--- config.mk ---
export PLATFORM = sky130hd
export DESIGN_NAME = brd_boot_remap_decoder
export DESIGN_NICKNAME = d
export VERILOG_FILES = /design/src/include/brd_pkg.sv /design/src/design/brd_boot_remap_decoder.sv /design/src/design/brd_region_match.sv
export SDC_FILE = /design/constraint.sdc
export NUM_CORES = 1
export LEC_CHECK = 0
export BUFFER_PORTS_ARGS = -buffer_cell sky130_fd_sc_hd__clkbuf_2
export CAP_MARGIN = 20
export CORE_AREA = 2 2 153 155
export CTS_BUF_LIST = sky130_fd_sc_hd__clkbuf_2 sky130_fd_sc_hd__clkbuf_4 sky130_fd_sc_hd__clkbuf_8
export CTS_CLUSTER_SIZE = 25
export DETAILED_ROUTE_END_ITERATION = 12
export DIE_AREA = 0 0 155 157
export GPL_ROUTABILITY_DRIVEN = 0
export HOLD_SLACK_MARGIN = 0.02
export SYNTH_ARGS = -nofsm -noshare
export SYNTH_HDL_FRONTEND = slang
export SYNTH_HIERARCHICAL = 1
export SYNTH_SLANG_ARGS = --single-unit
export TNS_END_PERCENT = 100
--- constraint.sdc ---
create_clock -name sys_clk -period 2.95 [get_ports sys_clk]
set_input_delay 0.295 -clock sys_clk [delete_from_list [all_inputs] [get_ports sys_clk]]
set_output_delay 0.295 -clock sys_clk [all_outputs]
set_load 0.05 [all_outputs]
--- src/include/brd_pkg.sv ---
package brd_pkg;

  // Fixed base addresses of the on-chip map
  localparam logic [31:0] BRD_ZERO_BASE = 32'h0000_0000;
  localparam logic [31:0] BRD_FLASH_BASE = 32'h0010_0000;
  localparam logic [31:0] BRD_SRAM_BASE = 32'h0020_0000;
  localparam logic [31:0] BRD_ROM_BASE = 32'h0030_0000;
  localparam logic [31:0] BRD_PERIPH_LO = 32'hF000_0000;
  localparam logic [31:0] BRD_PERIPH_HI = 32'hFFFF_EFFF;

  // Window sizes
  localparam int BRD_ROM_LOG2 = 20;
  localparam int BRD_SLOT_LOG2 = 14;
  localparam int BRD_SLOT_W = 14;
  localparam int BRD_SRAM_KB_DEF = 64;
  localparam int BRD_FLASH_BANK_KB_DEF = 256;
  localparam int BRD_FLASH_BANKS_DEF = 1;

  // Boot-select bit index and its reset value (ROM boot)
  localparam int BRD_BOOT_SEL_IDX = 2;
  localparam logic BRD_BOOT_SEL_RST = 1'b0;

  // Remap control register offset in the memory controller
  localparam logic [7:0] BRD_REMAP_CTRL_OFFSET = 8'h00;

  typedef enum logic [2:0] {
    TGT_NONE,
    TGT_SRAM,
    TGT_ROM,
    TGT_FLASH,
    TGT_PERIPH
  } brd_target_e;

  typedef struct packed {
    logic valid;
    brd_target_e target;
    logic [31:0] offset;
    logic [BRD_SLOT_W-1:0] slot;
    logic flashBank;
  } brd_route_s;

endpackage : brd_pkg

--- src/design/brd_boot_remap_decoder.sv ---
// Functional notes
// - SRAM is always decoded at its base region; only there before remap.
// - After remap SRAM is also aliased at address zero.
// - ROM is decoded at its fixed base region at all times.
// - Flash is decoded at its fixed base region at all times.
// - Before remap, Flash appears at address zero when boot-select bit is set.
// - Boot-select bit chooses ROM or Flash boot; ROM is the default.
// - Boot-select bit changes only by flash controller set and clear commands, the erase input or power-on reset.
// - Erase input clears the boot-select bit, falling back to ROM boot.
// - Peripheral region spans 0xF0000000 to 0xFFFFEFFF.
// - Each peripheral gets its own 16 Kbyte slot.
// - SRAM window matches fitted bank size of 32, 64 or 128 Kbyte.
// - Dual-plane variant decodes two 256 Kbyte Flash banks.
// - Single-plane Flash window matches 256 or 128 Kbyte bank.
`timescale 1ns/1ps
module brd_boot_remap_decoder
  import brd_pkg::*;
#(
  parameter int SRAM_KB = BRD_SRAM_KB_DEF,
  parameter int FLASH_BANK_KB = BRD_FLASH_BANK_KB_DEF,
  parameter int FLASH_BANKS = BRD_FLASH_BANKS_DEF
) (
  // Clock, resets, enable
  input wire logic sys_clk,
  input wire logic rst,
  input wire logic porRst,
  input wire logic ce,
  // Address request
  input wire logic reqValid,
  input wire logic [31:0] reqAddr,
  // Remap and boot-select commands
  input wire logic remapCmd,
  input wire logic bootSelSetCmd,
  input wire logic bootSelClrCmd,
  input wire logic erasePin,
  // Route and state out
  output brd_route_s route,
  output logic remapped,
  output logic bootFromFlash
);

  localparam int SRAM_LOG2 = $clog2(SRAM_KB * 1024);
  localparam int BANK_LOG2 = $clog2(FLASH_BANK_KB * 1024);
  localparam int FLASH_LOG2 = BANK_LOG2 + ((FLASH_BANKS == 2) ? 1 : 0);

  generate
    if (!(SRAM_KB == 32 || SRAM_KB == 64 || SRAM_KB == 128))
    begin : g_bad_sram
      $error("brd_boot_remap_decoder: SRAM_KB must be 32, 64 or 128");
    end
    if (!(FLASH_BANK_KB == 128 || FLASH_BANK_KB == 256))
    begin : g_bad_bank
      $error("brd_boot_remap_decoder: FLASH_BANK_KB must be 128 or 256");
    end
    if (!(FLASH_BANKS == 1 || (FLASH_BANKS == 2 && FLASH_BANK_KB == 256)))
    begin : g_bad_banks
      $error("brd_boot_remap_decoder: FLASH_BANKS must be 1, or 2 with 256 Kbyte banks");
    end
  endgenerate

  logic remap_q;
  logic bootSel_q;
  logic eraseMeta_q;
  logic eraseSync_q;
  brd_route_s route_q;
  brd_route_s route_d;

  logic sramHit, romHit, flashHit, sramZHit, romZHit, flashZHit, periphHit;
  logic [31:0] sramOff, romOff, flashOff, sramZOff, romZOff, flashZOff;

  // Fixed and zero-alias windows
  brd_region_match #(.BASE(BRD_SRAM_BASE), .SIZE_LOG2(SRAM_LOG2)) u_sram (
    .addr(reqAddr), .hit(sramHit), .offset(sramOff));
  brd_region_match #(.BASE(BRD_ROM_BASE), .SIZE_LOG2(BRD_ROM_LOG2)) u_rom (
    .addr(reqAddr), .hit(romHit), .offset(romOff));
  brd_region_match #(.BASE(BRD_FLASH_BASE), .SIZE_LOG2(FLASH_LOG2)) u_flash (
    .addr(reqAddr), .hit(flashHit), .offset(flashOff));
  brd_region_match #(.BASE(BRD_ZERO_BASE), .SIZE_LOG2(SRAM_LOG2)) u_sram_z (
    .addr(reqAddr), .hit(sramZHit), .offset(sramZOff));
  brd_region_match #(.BASE(BRD_ZERO_BASE), .SIZE_LOG2(BRD_ROM_LOG2)) u_rom_z (
    .addr(reqAddr), .hit(romZHit), .offset(romZOff));
  brd_region_match #(.BASE(BRD_ZERO_BASE), .SIZE_LOG2(FLASH_LOG2)) u_flash_z (
    .addr(reqAddr), .hit(flashZHit), .offset(flashZOff));

  // Peripheral span
  assign periphHit = (reqAddr >= BRD_PERIPH_LO) && (reqAddr <= BRD_PERIPH_HI);

  // Erase pin synchroniser
  always_ff @(posedge sys_clk)
  begin
    if (porRst)
    begin
      eraseMeta_q <= 1'b0;
      eraseSync_q <= 1'b0;
    end
    else if (ce)
    begin
      eraseMeta_q <= erasePin;
      eraseSync_q <= eraseMeta_q;
    end
  end

  // Non-volatile boot select, kept across rst
  always_ff @(posedge sys_clk)
  begin
    if (porRst)
      bootSel_q <= BRD_BOOT_SEL_RST;
    else if (ce)
    begin
      if (eraseSync_q)
        bootSel_q <= 1'b0;
      else if (bootSelSetCmd)
        bootSel_q <= 1'b1;
      else if (bootSelClrCmd)
        bootSel_q <= 1'b0;
    end
  end

  // Remap latch, cleared only by reset
  always_ff @(posedge sys_clk)
  begin
    if (rst)
      remap_q <= 1'b0;
    else if (ce && remapCmd)
      remap_q <= 1'b1;
  end

  // Route decode
  always_comb
  begin
    route_d = '0;
    route_d.valid = reqValid;
    route_d.target = TGT_NONE;
    if (sramHit)
    begin
      route_d.target = TGT_SRAM;
      route_d.offset = sramOff;
    end
    else if (romHit)
    begin
      route_d.target = TGT_ROM;
      route_d.offset = romOff;
    end
    else if (flashHit)
    begin
      route_d.target = TGT_FLASH;
      route_d.offset = flashOff;
    end
    else if (periphHit)
    begin
      route_d.target = TGT_PERIPH;
      route_d.slot = reqAddr[BRD_SLOT_LOG2 +: BRD_SLOT_W];
      route_d.offset = {{(32 - BRD_SLOT_LOG2){1'b0}}, reqAddr[BRD_SLOT_LOG2-1:0]};
    end
    else if (remap_q && sramZHit)
    begin
      route_d.target = TGT_SRAM;
      route_d.offset = sramZOff;
    end
    else if (!remap_q && bootSel_q && flashZHit)
    begin
      route_d.target = TGT_FLASH;
      route_d.offset = flashZOff;
    end
    else if (!remap_q && !bootSel_q && romZHit)
    begin
      route_d.target = TGT_ROM;
      route_d.offset = romZOff;
    end
    if (route_d.target == TGT_FLASH && FLASH_BANKS == 2)
      route_d.flashBank = route_d.offset[BANK_LOG2];
  end

  // Registered route
  always_ff @(posedge sys_clk)
  begin
    if (rst)
      route_q <= '0;
    else if (ce)
      route_q <= route_d;
  end

  assign route = route_q;
  assign remapped = remap_q;
  assign bootFromFlash = bootSel_q;

  // Checks
  property p_sram_base;
    @(posedge sys_clk) disable iff (rst)
    (ce && reqAddr >= BRD_SRAM_BASE && reqAddr < BRD_SRAM_BASE + SRAM_KB * 1024)
      |=> (route.target == TGT_SRAM && route.offset == $past(reqAddr) - BRD_SRAM_BASE);
  endproperty
  a_sram_base: assert property (p_sram_base) else $error("SRAM base not routed to SRAM");

  property p_sram_alias;
    @(posedge sys_clk) disable iff (rst)
    (ce && remap_q && reqAddr < SRAM_KB * 1024) |=> (route.target == TGT_SRAM);
  endproperty
  a_sram_alias: assert property (p_sram_alias) else $error("SRAM not aliased at zero after remap");

  property p_rom_base;
    @(posedge sys_clk) disable iff (rst)
    (ce && reqAddr[31:BRD_ROM_LOG2] == 12'h003) |=> (route.target == TGT_ROM);
  endproperty
  a_rom_base: assert property (p_rom_base) else $error("ROM base not routed to ROM");

  property p_flash_base;
    @(posedge sys_clk) disable iff (rst)
    (ce && reqAddr >= BRD_FLASH_BASE && reqAddr < BRD_FLASH_BASE + FLASH_BANKS * FLASH_BANK_KB * 1024)
      |=> (route.target == TGT_FLASH);
  endproperty
  a_flash_base: assert property (p_flash_base) else $error("Flash base not routed to Flash");

  property p_flash_zero;
    @(posedge sys_clk) disable iff (rst || porRst)
    (ce && !remap_q && bootSel_q && reqAddr < FLASH_BANKS * FLASH_BANK_KB * 1024)
      |=> (route.target == TGT_FLASH);
  endproperty
  a_flash_zero: assert property (p_flash_zero) else $error("Flash not at zero with boot select set");

  property p_rom_zero;
    @(posedge sys_clk) disable iff (rst || porRst)
    (ce && !remap_q && !bootSel_q && reqAddr < 32'h0010_0000) |=> (route.target == TGT_ROM);
  endproperty
  a_rom_zero: assert property (p_rom_zero) else $error("ROM not at zero with boot select clear");

  property p_erase_clears;
    @(posedge sys_clk) disable iff (porRst)
    (ce && eraseSync_q) |=> !bootSel_q;
  endproperty
  a_erase_clears: assert property (p_erase_clears) else $error("Erase did not clear boot select");

  property p_boot_cmd_only;
    @(posedge sys_clk) disable iff (porRst)
    (bootSel_q != $past(bootSel_q)) |-> $past(ce && (bootSelSetCmd || bootSelClrCmd || eraseSync_q));
  endproperty
  a_boot_cmd_only: assert property (p_boot_cmd_only) else $error("Boot select changed without command");

  property p_remap_hold;
    @(posedge sys_clk) disable iff (rst)
    remap_q |=> remap_q;
  endproperty
  a_remap_hold: assert property (p_remap_hold) else $error("Remap state lost before reset");

  property p_periph_slot;
    @(posedge sys_clk) disable iff (rst)
    (ce && reqAddr >= BRD_PERIPH_LO && reqAddr <= BRD_PERIPH_HI)
      |=> (route.target == TGT_PERIPH && route.slot == $past(reqAddr[27:14]));
  endproperty
  a_periph_slot: assert property (p_periph_slot) else $error("Peripheral slot decode wrong");

  property p_periph_edge;
    @(posedge sys_clk) disable iff (rst)
    (ce && reqAddr > BRD_PERIPH_HI) |=> (route.target == TGT_NONE);
  endproperty
  a_periph_edge: assert property (p_periph_edge) else $error("Address above peripheral span decoded");

  property p_ce_freeze;
    @(posedge sys_clk) disable iff (rst || porRst)
    !ce |=> ($stable(route) && $stable(remap_q) && $stable(bootSel_q));
  endproperty
  a_ce_freeze: assert property (p_ce_freeze) else $error("State moved while clock enable low");

endmodule : brd_boot_remap_decoder

--- src/design/brd_region_match.sv ---
`timescale 1ns/1ps
module brd_region_match #(
  parameter logic [31:0] BASE = 32'h0000_0000,
  parameter int SIZE_LOG2 = 16
) (
  // Address in
  input wire logic [31:0] addr,
  // Match out
  output logic hit,
  output logic [31:0] offset
);

  localparam logic [31:0] MASK = 32'((64'h1 << SIZE_LOG2) - 64'h1);

  generate
    if (SIZE_LOG2 < 1 || SIZE_LOG2 > 31)
    begin : g_bad
      $error("brd_region_match: SIZE_LOG2 out of range");
    end
    if ((BASE & MASK) != 32'h0000_0000)
    begin : g_align
      $error("brd_region_match: BASE not aligned to window");
    end
  endgenerate

  // Aligned window compare
  assign hit = (addr & ~MASK) == BASE;
  assign offset = addr & MASK;

endmodule : brd_region_match

==> metrics.md <==
| Metric | Value |
|---|---|
| CP Class | in2reg |
| Leak | 2.161 nW |
| Max Slew Vio Count | 0 |
| First-pass GRT wire length | a little over 20000 microns |
| Most frequent cells in the layout | clkbuf_2, conb_1, a221o_1 |
| Hold buffers post-CTS | 0 |
| Slew headroom | 0.4108 |
| Antenna violations before repair | 0 |
| Vias in the first global route | 3797 |
| Worst-skew pair later-pin latency | 350 ps |
| RSZ-0062 raised after global routing | no |
| Initial core utilization | 0.2489 |
| Post-route ant nets | 0 |
| Max Cap Viol | 0 |
| Sink Count | 54 |
| Kind of end point of the critical path | flip-flop |
| Final Hold Viols | 0 |
| Critical Path Most Common Cell | and2b_1 |
| CP Data Arrival Time | 2310 ps |
| Met2 wire length | between 6000 and 7000 microns |
| Final Net Count | 674 |
| Placed cell area | 5141 sq um |
| CP max-delay cell | and2b_1 |
| YS warnings | 6 |
| Number of H-tree levels | 2 |
| CTS clk-pin slew, worst paths | 130 ps |
| DRT iter0 DRCs | 258 |
| Period minus WS final | 2070 ps |
| Die area | roughly 24000 sq um |
| Metal-1 WL | 6041 microns |
| Initial DRT Pass Iterations | 4 |
| Fin area | roughly 5200 sq um |
| Synthesized area | 5602 sq um |
| Hold Crit Class | in2reg |
| Peak VDD IR | 0.1570 mV |
| CTS Buffer Depth | 2 |
| Worst Max-Slew Pin Slew | 883.8 ps |
| Vias per inst | 4.542 |
| GRT overflow | 0 |
| DR WL/cell | between 10 and 15 microns |
| Root buf cell | clkbuf_8 |
| Largest net degree at the start of global routing | 89 |
| Yosys reg bits | 54 |
| Commonest non-fill, non-tap cell in the layout | clkbuf_2 |
| Post-synthesis sequential area ratio | 0.1930 |
| Rows | between 50 and 60 |
| Slowest Stage Delay on Critical Path | 620 ps |
| Area delta synth->final | -6.522% |
| Fin crit share | 0.7018 |
| CTS tree | done |
| Top achievable clock speed | 483.0 MHz |
| Ratio of cells with drive above 1 in the final layout | 0.2082 |
| Ports | 94 |
| EDFF count, synth | 0 |
| CP cell instances | clkbuf_2, nor4b_1, and4_2, and2b_1, and2b_1, nand3b_4, o32ai_1 |
| Die X-Extent | 155 microns |
| Main synth FF type | dfxtp_1 |
| FFs w/ async S/R, synth | 0 |
| Distinct cells, synth | 45 |
| Run status | complete, no violations |
| TritonCTS buffer count | 5 |
| Final Skew | between 20 and 25 ps |
| # DRC | 0 |
| Gate count of the mapped netlist | about 680 |
| GRT Util Overall | 0.1050 |
| Power density over cell area | between 200 and 300 nW/um^2 |
| Setup_tns | 0 ps |
| I/O Buffers | 92 |
| Die height | 157 microns |
| Setup bufs post-CTS | 0 |
| Syn Area/Cell | between 8 and 9 sq um |
| Post-CTS sizing | 0 |
| Endpoints failing setup | 0 |
| WL final | 13140 microns |
| Vias | approximately 4.2k |
| CP Max Fanout | 20 |
| Core Box Area | 22500 sq um |
| Top sig layer | met4 |
| Met3 WL | 820 microns |
| CP Launch Type | input port |
| CP required | ~3200 ps |
| N_diodes | 0 |
| Placed wire-length estimate | roughly 9300 microns |
| FILL cells | 2459 |
metrics by stage:
stage | power, mW | util | std cells | hold slack, ps | worst slack, ps
6_report | 1.457 | 0.2327 | 919 | 174.5 | 879.6
2_1_floorplan | 1.077 | - | 762 | 367.4 | 1063
5_1_grt | 1.532 | 0.2327 | 919 | 158.4 | 773.4
4_1_cts | 1.486 | 0.2327 | 919 | 162.9 | 915.0
3_3_place_gp | 0.9928 | 0.2285 | 911 | 461.6 | 580.4
3_5_place_dp | 0.9955 | 0.2285 | 911 | 469.3 | 546.3
report_power, final:
part / switching, mW / internal [mW]
clock network: 0.301 / 0.176
registers: 0.00595 / 0.737
logic: 0.167 / 0.0701
total: 0.473 / 0.983
path summary, 6_finish.rpt:
check / start / end / slack (ps) / cells after the start
worst max-delay path: reqAddr[21] / route[9] / 880 / 7
worst min-delay path: porRst / eraseSync_q / 170 / 2
worst max register to register: remapped / route[16] / 1140 / 6
worst min register to register: route[10] / route[10] / 480 / 2
per-layer routing:
layer / GRT usage / vias to the layer above
li1: - / 2143
met1: 0.1355 / 1926
met2: 0.1727 / 95
met3: 0.02561 / 10
met4: 0.03307 / 0
met5: 0 / -
synthesized netlist by cell type (2+ instances only):
master | count | area [sq um]
a21oi_1 | 2 | 10.01
dlygate4sd1_1 | 2 | 17.52
o32ai_2 | 6 | 97.59
nand2b_1 | 54 | 337.8
o22ai_1 | 14 | 87.58
a22oi_1 | 2 | 15.01
mux2i_1 | 15 | 150.1
a221o_1 | 62 | 620.6
or2b_1 | 12 | 90.09
buf_4 | 196 | 1471
nor4_1 | 17 | 106.4
clkbuf_1 | 29 | 108.9
o32ai_1 | 8 | 70.07
a31oi_1 | 33 | 206.5
conb_1 | 7 | 26.28
buf_6 | 3 | 33.78
and4_1 | 5 | 43.79
nand4_1 | 4 | 25.02
and3_2 | 2 | 15.01
inv_1 | 15 | 56.30
o21ai_0 | 4 | 20.02
dfxtp_1 | 54 | 1081
o211ai_1 | 3 | 22.52
nor4b_1 | 2 | 17.52
and3_1 | 32 | 200.2
nor2_1 | 7 | 26.28
buf_2 | 13 | 65.06
nand3_1 | 18 | 90.09
and2b_1 | 10 | 75.07
nor2b_1 | 7 | 43.79
o2111ai_1 | 18 | 157.7
nand2_1 | 15 | 56.30
critical path: cells and delay by family:
kind	cells	cell delay [ps]
AND/OR/NAND/NOR	5	1640
AO/OA/AOI/OAI	1	210
buffers and inverters	1	150
registers in the layout (all words and copies together), names as in the netlist:
signal	cells
eraseMeta_q	1
bootFromFlash	1
remapped	1
route	50
eraseSync_q	1
area by class of cell:
type                    instances  area [sq um]  share of cell area
clock inverters                 3         26.28            0.005018
repair buffers                109         600.6              0.1147
inverters                      16         60.06             0.01147
clock buffers                   5         68.82             0.01314
flip-flops and latches         54          1081              0.2065
well taps                     285         356.6             0.06810
multi-input cells             447          3043              0.5811
cell families (layout without fill, tap and decap cells):
family	Yosys count	in the layout	share of synthesized area
simple gates	192	192	0.2164
other cells	7	85	0.004691
flops	54	54	0.1930
mux	15	15	0.02680
buf+inv	261	133	0.3178
compound gates	155	155	0.2412
(Power assumes the default switching activity.)
